## src/inc/vic_defs.svh

```systemverilog
`ifndef VIC_DEFS_SVH
`define VIC_DEFS_SVH

////////////////////////////////////////////////////////////////////////////
// register offsets (byte addresses on the register bus)
`define VIC_OFF_REQ      8'h00
`define VIC_OFF_ENA      8'h04
`define VIC_OFF_EDGE     8'h08
`define VIC_OFF_SEL      8'h0c
`define VIC_OFF_STAT     8'h10

////////////////////////////////////////////////////////////////////////////
// maskable request lines, highest priority first
`define VIC_NSRC         15
`define VIC_NPIN         8

// source-select register fields
`define VIC_SEL_SIO2     0
`define VIC_SEL_SIO1     1
`define VIC_SEL_SHORT    2
`define VIC_SEL_OVER     3
`define VIC_SEL_WAKE     4
`define VIC_SEL_INTEG    5
`define VIC_SEL_W        6

// status register fields
`define VIC_STAT_IFLAG   0
`define VIC_STAT_BUSY    1
`define VIC_STAT_BRK     2
`define VIC_STAT_LAST    8

////////////////////////////////////////////////////////////////////////////
// reset values
`define VIC_RST_ENA      15'h0000
`define VIC_RST_EDGE     8'h00
`define VIC_RST_SEL      6'h00
`define VIC_RST_STACKPG  8'h01

////////////////////////////////////////////////////////////////////////////
// vector table: low byte address, high byte one above
`define VIC_VEC_RESET    16'hfffc
`define VIC_VEC_FIRST    16'hfffa
`define VIC_VEC_BRK      16'hffdc

`endif

```

## src/inc/vic_pkg.sv

```systemverilog
package vic_pkg;

  typedef enum logic [6:0] {
    VIC_IDLE     = 7'b0000001,
    VIC_PUSH_PCH = 7'b0000010,
    VIC_PUSH_PCL = 7'b0000100,
    VIC_PUSH_PS  = 7'b0001000,
    VIC_VEC_LO   = 7'b0010000,
    VIC_VEC_HI   = 7'b0100000,
    VIC_LOAD     = 7'b1000000
  } vic_state_e;

  typedef struct packed {
    logic        req;
    logic        we;
    logic [15:0] addr;
    logic [7:0]  wdata;
  } vic_mem_s;

  typedef struct packed {
    logic i2c_done;
    logic sio2_rx_done;
    logic tmr_x_uflow;
    logic tmr_y_uflow;
    logic tmr_1_uflow;
    logic tmr_2_uflow;
    logic sio1_rx_done;
    logic sio1_tx_event;
    logic short_det;
    logic over_det;
    logic wake_det;
    logic ad_done;
    logic integ_done;
  } vic_evt_s;

endpackage

```

## src/verilog/vic_edge.sv

```systemverilog
module vic_edge #(
  parameter int N = 8
) (
  input  wire logic         clk,
  input  wire logic         rst_b,
  input  wire logic [N-1:0] pin,
  input  wire logic [N-1:0] falling,
  output logic      [N-1:0] hit
);
  logic [N-1:0] sync1_q;
  logic [N-1:0] sync2_q;
  logic [N-1:0] prev_q;
  logic [N-1:0] cur;

  always_ff @(posedge clk or negedge rst_b) begin
    if (!rst_b) begin
      sync1_q <= '0;
      sync2_q <= '0;
    end else begin
      sync1_q <= pin;
      sync2_q <= sync1_q;
    end
  end

  // polarity folded in before the edge test, so flipping it can hit
  assign cur = sync2_q ^ falling;

  always_ff @(posedge clk or negedge rst_b) begin
    if (!rst_b) begin
      prev_q <= '0;
    end else begin
      prev_q <= cur;
    end
  end

  assign hit = cur & ~prev_q;
endmodule

```

## src/verilog/vic_prio.sv

```systemverilog
module vic_prio #(
  parameter int N = 15
) (
  input  wire logic [N-1:0] eligible,
  output logic              valid,
  output logic [3:0]        idx
);
  always_comb begin
    valid = 1'b0;
    idx   = 4'h0;
    for (int i = N - 1; i >= 0; i--) begin
      if (eligible[i]) begin
        valid = 1'b1;
        idx   = 4'(i);
      end
    end
  end
endmodule

```

## src/verilog/vic_top.sv

```systemverilog
// Summary of operation
// RULE1 - on acceptance push program counter and status onto the stack first
// RULE2 - on acceptance set the global mask flag and clear the source request
// RULE3 - on acceptance load the source vector table entry into the counter
// RULE4 - software disables, changes edge, clears request, then re-enables
// RULE5 - reset is top priority, non-maskable, vector at fffd/fffc
// RULE6 - external input zero edge requests at priority 2, vector fffb/fffa
// RULE7 - scl or sda edge requests at priority 3, vector fff9/fff8
// RULE8 - external input one edge requests at priority 4, vector fff7/fff6
// RULE9 - external input two edge requests at priority 5, vector fff5/fff4
// RULE10 - external input three edge requests at priority 6, fff3/fff2
// RULE11 - i2c done or second serial receive share priority 7, fff1/fff0
// RULE12 - timer x underflow priority 8 at ffef, timer y priority 9 at ffed
// RULE13 - timer 1 underflow priority 10 at ffeb, timer 2 priority 11 ffe9
// RULE14 - first serial receive or transmit share priority 12, ffe7/ffe6
// RULE15 - short, over or wake current request priority 13, ffe5/ffe4
// RULE16 - counter pin zero edge priority 14 ffe3, pin one 15 ffe1
// RULE17 - a/d done or integration end share priority 16, ffdf/ffde
// RULE18 - break instruction is non-maskable lowest priority 17, ffdd/ffdc
// RULE19 - maskable source serviced only when request, enable set, mask clear
// RULE20 - software clears request bits, never sets them; enables read-write
// RULE21 - break ignores mask and enables; mask blocks every other source except reset
// RULE22 - simultaneous requests are taken in fixed priority order
// RULE23 - requests stay until taken or cleared; best picked per boundary
// RULE24 - a select bit decides which source drives a shared request line
//
// Chosen here: the APB register port and the register offsets.
`include "vic_defs.svh"

module vic_top (
  input  wire logic              CORE_CLK,
  input  wire logic              RST_B,
  input  wire logic              PSEL,
  input  wire logic              PENABLE,
  input  wire logic              PWRITE,
  input  wire logic [7:0]        PADDR,
  input  wire logic [31:0]       PWDATA,
  output logic      [31:0]       PRDATA,
  output logic                   PREADY,
  output logic                   PSLVERR,
  input  wire logic [3:0]        EXT_IRQ_PINS,
  input  wire logic              SCL_PIN,
  input  wire logic              SDA_PIN,
  input  wire logic              COUNTER_PIN_ZERO,
  input  wire logic              COUNTER_PIN_ONE,
  input  wire vic_pkg::vic_evt_s EVENTS,
  input  wire logic              SOFT_BREAK_INSTRUCTION,
  input  wire logic              CORE_BOUNDARY,
  input  wire logic [15:0]       CORE_PC,
  input  wire logic [7:0]        CORE_PS,
  input  wire logic [7:0]        CORE_SP,
  input  wire logic              CORE_SET_I,
  input  wire logic              CORE_CLR_I,
  output vic_pkg::vic_mem_s      MEM,
  input  wire logic              MEM_ACK,
  input  wire logic [7:0]        MEM_RDATA,
  output logic                   CORE_HOLD,
  output logic                   PC_LOAD,
  output logic      [15:0]       PC_VALUE,
  output logic                   SP_LOAD,
  output logic      [7:0]        SP_VALUE,
  output logic                   IRQ_DISABLE
);
  import vic_pkg::*;

  localparam int N = `VIC_NSRC;

  function automatic logic [15:0] vec_of(input logic [3:0] idx);
    vec_of = `VIC_VEC_FIRST - {11'h000, idx, 1'b0};
  endfunction

  ////////////////////////////////////////////////////////////////////////////
  // registers and state
  logic [N-1:0]            req_q;
  logic [N-1:0]            ena_q;
  logic [`VIC_NPIN-1:0]    edge_q;
  logic [`VIC_SEL_W-1:0]   sel_q;
  logic                    iflag_q;
  logic                    brk_q;
  logic                    rst_pend_q;
  logic                    from_rst_q;
  logic [3:0]              last_q;
  vic_state_e              state_q;
  vic_state_e              state_d;
  vic_mem_s                mem_q;
  vic_mem_s                mem_d;
  logic [15:0]             pc_q;
  logic [7:0]              ps_q;
  logic [7:0]              sp_q;
  logic [15:0]             vec_q;
  logic [15:0]             newpc_q;
  logic [31:0]             prdata_q;

  ////////////////////////////////////////////////////////////////////////////
  // pin edge detection
  logic [`VIC_NPIN-1:0] pins;
  logic [`VIC_NPIN-1:0] hit;

  assign pins = {COUNTER_PIN_ONE, COUNTER_PIN_ZERO, SDA_PIN, SCL_PIN,
                 EXT_IRQ_PINS};

  vic_edge #(.N(`VIC_NPIN)) u_edge (
    .clk     (CORE_CLK),
    .rst_b   (RST_B),
    .pin     (pins),
    .falling (edge_q),   // see RULE4
    .hit     (hit)
  );

  ////////////////////////////////////////////////////////////////////////////
  // request line sources
  logic [N-1:0] set;

  always_comb begin
    set     = '0;
    set[0]  = hit[0];                                   // see RULE6
    set[1]  = hit[4] | hit[5];                          // see RULE7
    set[2]  = hit[1];                                   // see RULE8
    set[3]  = hit[2];                                   // see RULE9
    set[4]  = hit[3];                                   // see RULE10
    set[5]  = sel_q[`VIC_SEL_SIO2] ? EVENTS.sio2_rx_done
                                   : EVENTS.i2c_done;   // see RULE11 RULE24
    set[6]  = EVENTS.tmr_x_uflow;                       // see RULE12
    set[7]  = EVENTS.tmr_y_uflow;                       // see RULE12
    set[8]  = EVENTS.tmr_1_uflow;                       // see RULE13
    set[9]  = EVENTS.tmr_2_uflow;                       // see RULE13
    set[10] = sel_q[`VIC_SEL_SIO1] &
              (EVENTS.sio1_rx_done | EVENTS.sio1_tx_event); // see RULE14
    set[11] = (sel_q[`VIC_SEL_SHORT] & EVENTS.short_det) |
              (sel_q[`VIC_SEL_OVER]  & EVENTS.over_det)  |
              (sel_q[`VIC_SEL_WAKE]  & EVENTS.wake_det);    // see RULE15
    set[12] = hit[6];                                   // see RULE16
    set[13] = hit[7];                                   // see RULE16
    set[14] = sel_q[`VIC_SEL_INTEG] ? EVENTS.integ_done
                                    : EVENTS.ad_done;   // see RULE17 RULE24
  end

  ////////////////////////////////////////////////////////////////////////////
  // arbitration
  logic [N-1:0] eligible;
  logic         mask_valid;
  logic [3:0]   mask_idx;
  logic         take;
  logic         take_mask;
  logic         take_brk;

  assign eligible = req_q & ena_q & {N{~iflag_q}};      // see RULE19 RULE21

  vic_prio #(.N(N)) u_prio (
    .eligible (eligible),
    .valid    (mask_valid),
    .idx      (mask_idx)
  );

  assign take      = (state_q == VIC_IDLE) & CORE_BOUNDARY & ~rst_pend_q;
  assign take_mask = take & mask_valid;                  // see RULE22 RULE23
  assign take_brk  = take & ~mask_valid & brk_q;         // see RULE18 RULE21

  ////////////////////////////////////////////////////////////////////////////
  // apb decode
  logic wr;
  logic rd_setup;
  logic mapped;

  assign wr       = PSEL & PENABLE & PWRITE;
  assign rd_setup = PSEL & ~PENABLE;
  assign mapped   = (PADDR == `VIC_OFF_REQ)  | (PADDR == `VIC_OFF_ENA) |
                    (PADDR == `VIC_OFF_EDGE) | (PADDR == `VIC_OFF_SEL) |
                    (PADDR == `VIC_OFF_STAT);

  ////////////////////////////////////////////////////////////////////////////
  // request bits: set wins over any clear
  logic [N-1:0] clr;

  always_comb begin
    clr = '0;
    if (wr && PADDR == `VIC_OFF_REQ) begin
      clr = ~PWDATA[N-1:0];                              // see RULE20
    end
    if (take_mask) begin
      clr[mask_idx] = 1'b1;                              // see RULE2
    end
  end

  always_ff @(posedge CORE_CLK or negedge RST_B) begin
    if (!RST_B) begin
      req_q <= '0;
    end else begin
      req_q <= (req_q & ~clr) | set;                     // see RULE23
    end
  end

  ////////////////////////////////////////////////////////////////////////////
  // configuration registers
  always_ff @(posedge CORE_CLK or negedge RST_B) begin
    if (!RST_B) begin
      ena_q  <= `VIC_RST_ENA;
      edge_q <= `VIC_RST_EDGE;
      sel_q  <= `VIC_RST_SEL;
    end else if (wr) begin
      if (PADDR == `VIC_OFF_ENA) begin
        ena_q <= PWDATA[N-1:0];                          // see RULE20
      end
      if (PADDR == `VIC_OFF_EDGE) begin
        edge_q <= PWDATA[`VIC_NPIN-1:0];
      end
      if (PADDR == `VIC_OFF_SEL) begin
        sel_q <= PWDATA[`VIC_SEL_W-1:0];
      end
    end
  end

  ////////////////////////////////////////////////////////////////////////////
  // mask flag, break and reset pending
  always_ff @(posedge CORE_CLK or negedge RST_B) begin
    if (!RST_B) begin
      iflag_q <= 1'b1;
    end else if (take_mask || take_brk || state_q == VIC_LOAD) begin
      iflag_q <= 1'b1;                                   // see RULE2
    end else if (CORE_SET_I) begin
      iflag_q <= 1'b1;
    end else if (CORE_CLR_I) begin
      iflag_q <= 1'b0;
    end
  end

  always_ff @(posedge CORE_CLK or negedge RST_B) begin
    if (!RST_B) begin
      brk_q <= 1'b0;
    end else if (SOFT_BREAK_INSTRUCTION) begin
      brk_q <= 1'b1;
    end else if (take_brk) begin
      brk_q <= 1'b0;
    end
  end

  always_ff @(posedge CORE_CLK or negedge RST_B) begin
    if (!RST_B) begin
      rst_pend_q <= 1'b1;                                // see RULE5
      from_rst_q <= 1'b1;
    end else begin
      if (rst_pend_q && state_q == VIC_IDLE) begin
        rst_pend_q <= 1'b0;
      end
      if (take_mask || take_brk) begin
        from_rst_q <= 1'b0;
      end
    end
  end

  ////////////////////////////////////////////////////////////////////////////
  // context capture at acceptance
  always_ff @(posedge CORE_CLK or negedge RST_B) begin
    if (!RST_B) begin
      pc_q   <= 16'h0000;
      ps_q   <= 8'h00;
      vec_q  <= `VIC_VEC_RESET;
      last_q <= 4'h0;
    end else if (take_mask) begin
      pc_q   <= CORE_PC;
      ps_q   <= CORE_PS;
      vec_q  <= vec_of(mask_idx);                        // see RULE3
      last_q <= mask_idx;
    end else if (take_brk) begin
      pc_q   <= CORE_PC;
      ps_q   <= CORE_PS;
      vec_q  <= `VIC_VEC_BRK;
      last_q <= 4'hf;
    end
  end

  ////////////////////////////////////////////////////////////////////////////
  // service sequencer
  logic acked;

  assign acked = mem_q.req & MEM_ACK;

  always_comb begin
    state_d = state_q;
    unique case (state_q)
      VIC_IDLE: begin
        if (rst_pend_q) begin
          state_d = VIC_VEC_LO;                          // see RULE5
        end else if (take_mask || take_brk) begin
          state_d = VIC_PUSH_PCH;                        // see RULE1
        end
      end
      VIC_PUSH_PCH: begin
        if (acked) begin
          state_d = VIC_PUSH_PCL;
        end
      end
      VIC_PUSH_PCL: begin
        if (acked) begin
          state_d = VIC_PUSH_PS;
        end
      end
      VIC_PUSH_PS: begin
        if (acked) begin
          state_d = VIC_VEC_LO;
        end
      end
      VIC_VEC_LO: begin
        if (acked) begin
          state_d = VIC_VEC_HI;
        end
      end
      VIC_VEC_HI: begin
        if (acked) begin
          state_d = VIC_LOAD;
        end
      end
      VIC_LOAD: begin
        state_d = VIC_IDLE;
      end
    endcase
  end

  always_ff @(posedge CORE_CLK or negedge RST_B) begin
    if (!RST_B) begin
      state_q <= VIC_IDLE;
    end else begin
      state_q <= state_d;
    end
  end

  // stack pointer walks down one per push
  always_ff @(posedge CORE_CLK or negedge RST_B) begin
    if (!RST_B) begin
      sp_q <= 8'h00;
    end else if (take_mask || take_brk) begin
      sp_q <= CORE_SP;
    end else if (acked && !mem_q.we) begin
      sp_q <= sp_q;
    end else if (acked) begin
      sp_q <= sp_q - 8'h01;                              // see RULE1
    end
  end

  always_comb begin
    mem_d = '0;
    unique case (state_d)
      VIC_PUSH_PCH: begin
        mem_d = '{1'b1, 1'b1, {`VIC_RST_STACKPG, sp_q}, pc_q[15:8]};
      end
      VIC_PUSH_PCL: begin
        mem_d = '{1'b1, 1'b1, {`VIC_RST_STACKPG, sp_q}, pc_q[7:0]};
      end
      VIC_PUSH_PS: begin
        mem_d = '{1'b1, 1'b1, {`VIC_RST_STACKPG, sp_q}, ps_q};
      end
      VIC_VEC_LO: begin
        mem_d = '{1'b1, 1'b0, vec_q, 8'h00};             // see RULE3
      end
      VIC_VEC_HI: begin
        mem_d = '{1'b1, 1'b0, vec_q + 16'h0001, 8'h00};
      end
      VIC_IDLE, VIC_LOAD: begin
        mem_d = '0;
      end
    endcase
  end

  // first cycle of a push uses the captured pointer, later ones the walked one
  always_ff @(posedge CORE_CLK or negedge RST_B) begin
    if (!RST_B) begin
      mem_q <= '0;
    end else if (take_mask || take_brk) begin
      mem_q <= '{1'b1, 1'b1, {`VIC_RST_STACKPG, CORE_SP}, CORE_PC[15:8]};
    end else if (state_q == VIC_PUSH_PCH || state_q == VIC_PUSH_PCL) begin
      if (acked) begin
        mem_q <= '{1'b1, 1'b1, {`VIC_RST_STACKPG, sp_q - 8'h01},
                   (state_q == VIC_PUSH_PCH) ? pc_q[7:0] : ps_q};
      end
    end else begin
      mem_q <= mem_d;
    end
  end

  always_ff @(posedge CORE_CLK or negedge RST_B) begin
    if (!RST_B) begin
      newpc_q <= 16'h0000;
    end else if (acked && state_q == VIC_VEC_LO) begin
      newpc_q[7:0] <= MEM_RDATA;
    end else if (acked && state_q == VIC_VEC_HI) begin
      newpc_q[15:8] <= MEM_RDATA;                        // see RULE3
    end
  end

  ////////////////////////////////////////////////////////////////////////////
  // apb read data, captured in the setup cycle
  always_ff @(posedge CORE_CLK or negedge RST_B) begin
    if (!RST_B) begin
      prdata_q <= 32'h0000_0000;
    end else if (rd_setup && !PWRITE) begin
      prdata_q <= 32'h0000_0000;
      unique case (PADDR)
        `VIC_OFF_REQ:  prdata_q[N-1:0]           <= req_q;
        `VIC_OFF_ENA:  prdata_q[N-1:0]           <= ena_q;
        `VIC_OFF_EDGE: prdata_q[`VIC_NPIN-1:0]   <= edge_q;
        `VIC_OFF_SEL:  prdata_q[`VIC_SEL_W-1:0]  <= sel_q;
        `VIC_OFF_STAT: begin
          prdata_q[`VIC_STAT_IFLAG]             <= iflag_q;
          prdata_q[`VIC_STAT_BUSY]              <= state_q != VIC_IDLE;
          prdata_q[`VIC_STAT_BRK]               <= brk_q;
          prdata_q[`VIC_STAT_LAST+3:`VIC_STAT_LAST] <= last_q;
        end
        default: prdata_q <= 32'h0000_0000;
      endcase
    end
  end

  ////////////////////////////////////////////////////////////////////////////
  // outputs
  assign PRDATA      = prdata_q;
  assign PREADY      = 1'b1;
  assign PSLVERR     = PSEL & PENABLE & ~mapped;
  assign MEM         = mem_q;
  assign CORE_HOLD   = (state_q != VIC_IDLE) | rst_pend_q;
  assign PC_LOAD     = state_q == VIC_LOAD;
  assign PC_VALUE    = newpc_q;
  assign SP_LOAD     = (state_q == VIC_LOAD) & ~from_rst_q;
  assign SP_VALUE    = sp_q;
  assign IRQ_DISABLE = iflag_q;
endmodule

```

## config.mk

```make
export PLATFORM = sky130hd
export DESIGN_NAME = vic_top
export DESIGN_NICKNAME = d
export VERILOG_FILES = /design/src/inc/vic_pkg.sv /design/src/verilog/vic_edge.sv /design/src/verilog/vic_prio.sv /design/src/verilog/vic_top.sv
export VERILOG_INCLUDE_DIRS = /design/src /design/src/inc
export SDC_FILE = /design/constraint.sdc
export NUM_CORES = 1
export LEC_CHECK = 0
export BUFFER_PORTS_ARGS = -buffer_cell sky130_fd_sc_hd__buf_2
export CORE_ASPECT_RATIO = 1.2
export CORE_MARGIN = 3
export CORE_UTILIZATION = 45
export CTS_BUF_LIST = sky130_fd_sc_hd__clkbuf_4 sky130_fd_sc_hd__clkbuf_8
export DETAILED_ROUTE_END_ITERATION = 6
export PLACE_DENSITY = 0.7
export SYNTH_ARGS = -nofsm -noshare
export SYNTH_HDL_FRONTEND = slang
export SYNTH_SLANG_ARGS = --single-unit
export TNS_END_PERCENT = 20
```

## constraint.sdc

```tcl
create_clock -name CORE_CLK -period 2.3 [get_ports CORE_CLK]
set_clock_uncertainty 0.05 [all_clocks]
set_input_delay 0.23 -clock CORE_CLK [delete_from_list [all_inputs] [get_ports CORE_CLK]]
set_output_delay 0.23 -clock CORE_CLK [all_outputs]
set_load 0.02 [all_outputs]
```

==> flow_summary.json <==
{
  "status": "finished with violations",
  "violations": "negative setup slack",
  "slew_violations": 0,
  "cp_top_family": "compound AO/OA/AOI/OAI gates",
  "p_int_w": 0.00677,
  "holdPathEnd": "req_q[14]",
  "ys_seq_elements": 170,
  "r2r_end": "MEM[15]",
  "antenna_left": 0,
  "drt_iter0_markers": 666,
  "cts_buffers": 17,
  "drive_gt1_frac": 0.376,
  "min_path_cells": 4,
  "num_rows": 54,
  "wl_per_cell_um": 17.5,
  "drtPass1Iterations": 5,
  "required_ns": 2.64,
  "grt_pass1_wl_um": 39300,
  "path_cells": "buf_4, nor3_4, a221o_1, a2bb2oi_2, a31o_1, a2111oi_4, buf_4, and2_1, a211oi_2, o31ai_2",
  "avgSynthCellArea_um2": 10.3,
  "nets": 1278,
  "wirelength_um": 25000,
  "reg2reg_depth": 10,
  "switching_power_w": 0.00423,
  "max_freq_mhz": 381,
  "synthMuxAreaShare": 0.0666,
  "dieHeight_um": 157,
  "worstReg2RegStart": "state_q[1]",
  "drv_cap": 0,
  "path_max_fanout": 7,
  "synthCells": 825,
  "grt-ovfl-total": 0,
  "cp_slowest_cell": "dfrtp_2",
  "synthArstFlopShare": 1.00,
  "seqPwrFrac": 0.393,
  "slowest_delay_ns": 0.49,
  "ys_warn_count": 0,
  "h-tree-depth": 4,
  "clock_latency_ns": 0.47,
  "fillers": 1514,
  "cts_tree": "yes",
  "synthXorXnorAreaFrac": 0.0257,
  "grt.total_usage": 0.237,
  "drc": 0,
  "core_area_um2": 18400,
  "synth_top_family_by_area": "compound AO/OA/AOI/OAI gates",
  "synthToLayoutAreaGrowth_pct": 37.8,
  "fin_cells": 1431,
  "hp-class": "in -> reg",
  "tightest_slew_ns": 0.695,
  "synth.distinct_cells": 83,
  "power_density_nw_per_um2": 938,
  "crit_top_cell": "buf_4",
  "fin_crit_ns": 2.63,
  "power.leakage_nw": 5.57,
  "critPathCaptureType": "flip-flop",
  "grt_pass1_vias": 7877,
  "vdd_drop_max_uv": 431,
  "seq_area_frac_synth": 0.501,
  "layout_commonest_cell": "buf_2",
  "min_from": "EVENTS[1]",
  "clk_path_buf_depth": 2,
  "setup_violations": 22,
  "dp_cells": 1326,
  "synthAdderAreaFrac": 0.00294,
  "final_core_util": 0.637,
  "syn_area_um2": 8500,
  "hold_violations": 0,
  "relSlewSlack": 0.537,
  "synth_edf_count": 0,
  "io_buffers": 163,
  "finalCritPeriodShare": 1.14,
  "antenna_found_initial": 0,
  "path_clk_slew_ns": 0.10,
  "synth_compound_area_frac": 0.188,
  "grt_max_degree": 60,
  "mostFrequentLayoutCells": "buf_2, dfrtp_1, buf_4",
  "worst-endpoint-arrival_ns": 2.96,
  "die_w_um": 131,
  "start_kind": "flip-flop",
  "comb_power_share": 0.406,
  "drt-vias-per-instance": 5.48,
  "setup_slack_ns": -0.326,
  "initial_core_util": 0.463,
  "ff2ff_setup_slack_ns": -0.33,
  "rsz0062_at_grt": "yes",
  "clkPwrFrac": 0.202,
  "cp.depth": 10,
  "crit_type": "reg -> reg",
  "gp_congestion": 0.901,
  "dp_hpwl_um": 17700,
  "dieArea_um2": 20600,
  "synthFlopType": "dfrtp_1",
  "p_sw_frac": 0.385,
  "path_buf_inv": 2,
  "hold_slack_ns": 0.0588,
  "yosys.area_share.simple": 0.164,
  "cts_sinks": 170,
  "vias": 7849,
  "cts-root-buf": "clkbuf_8",
  "ios": 199
}
## through the flow
stage	TNS (ns)	power (W)	setup slack [ns]	instance area, um2
final	-5.19	0.0110	-0.326	11700
after global routing	-8.23	0.0116	-0.446	11700
after CTS	-5.60	0.0108	-0.275	11600
after detailed placement	-6.38	0.00848	-0.383	10400
after global placement	-4.23	0.00836	-0.272	10400
after floorplan	-1.41	0.00688	-0.130	8570
## routing by layer
metal,wire length [um],GRT usage,vias to the layer above
li1,-,-,3623
met1,9750,0.283,3842
met2,13000,0.419,305
met3,1330,0.0437,79
met4,961,0.113,0
met5,0,0,-
## repair_timing
action,CTS,global route
buffers inserted,2,0
cloned,0,0
resized for setup,12,33
endpoints found under the setup margin,46,59
pin swaps,16,7
hold endpoints to repair,142,0
hold buffers,70,0
## power groups by stage
stage               Clock [W]  Combinational, W  Sequential [W]
floorplan                   0           0.00220         0.00468
global placement            0           0.00402         0.00434
detailed placement          0           0.00412         0.00436
CTS                   0.00226           0.00428         0.00430
global route          0.00239           0.00483         0.00441
finish                0.00222           0.00446         0.00432
## state kept, by name (all words and copies together) (netlist names)
| register | count |
|---|---|
| sel_q | 6 |
| SP_VALUE | 8 |
| IRQ_DISABLE | 1 |
| from_rst_q | 1 |
| last_q | 4 |
| u_edge.sync2_q | 8 |
| req_q | 15 |
| vec_q | 5 |
| u_edge.prev_q | 8 |
| ena_q | 15 |
| pc_q | 16 |
| u_edge.sync1_q | 8 |
| brk_q | 1 |
| ps_q | 8 |
| state_q | 7 |
| rst_pend_q | 1 |
| PRDATA | 15 |
| PC_VALUE | 16 |
| edge_q | 8 |
| MEM | 19 |
## worst max-delay path by stage
stage               startpoint       to  slack (ns)
CTS                  req_q[14]   MEM[1]       -0.28
finish              state_q[1]  MEM[15]       -0.33
global placement    state_q[1]   MEM[5]       -0.27
floorplan            ena_q[14]   MEM[4]       -0.13
global route        state_q[1]   MEM[9]       -0.45
detailed placement  state_q[1]   MEM[3]       -0.38
## layout make-up
| cell class | count | area, um2 | area share |
|---|---|---|---|
| flip-flops and latches | 170 | 4270 | 0.365 |
| multi-input cells | 589 | 4010 | 0.342 |
| repair buffers | 372 | 2660 | 0.227 |
| well taps | 252 | 315 | 0.0269 |
| clock buffers | 19 | 255 | 0.0218 |
| clock inverters | 13 | 154 | 0.0131 |
| inverters | 15 | 56.3 | 0.00481 |
| diodes | 1 | 2.50 | 0.000214 |
## tightest hold or removal path, stage by stage
cell	delay (ns)
buf_2	0.07
mux2i_1	0.07
o21a_1	0.10
o21ai_0	0.06
## synthesized netlist by cell type (8+ instances only)
cell type | n | area, um2
or3_1 | 8 | 50.1
xor2_1 | 19 | 166
nor2_1 | 56 | 210
buf_2 | 13 | 65.1
o21ai_0 | 36 | 180
clkbuf_1 | 26 | 97.6
nand2b_1 | 14 | 87.6
a221oi_1 | 10 | 87.6
nor3_1 | 12 | 60.1
a222oi_1 | 14 | 140
a22oi_1 | 9 | 67.6
a21oi_1 | 54 | 270
a221o_1 | 9 | 90.1
nand3_1 | 11 | 55.1
buf_4 | 27 | 203
a31oi_1 | 9 | 56.3
and2_1 | 9 | 56.3
inv_1 | 15 | 56.3
dfstp_2 | 8 | 210
nand2_1 | 127 | 477
mux2_2 | 39 | 439
dfrtp_1 | 162 | 4050
o211ai_2 | 8 | 100
## logic make-up after synthesis
logic type	after synthesis
AND/OR/NAND/NOR	277
adder cells (fa/ha/maj)	2
AO/OA/AOI/OAI	216
other	2
flip-flops	170
buffers and inverters	82
XOR/XNOR	25
multiplexers	51
No activity file was read; power rests on OpenSTA's default activity.
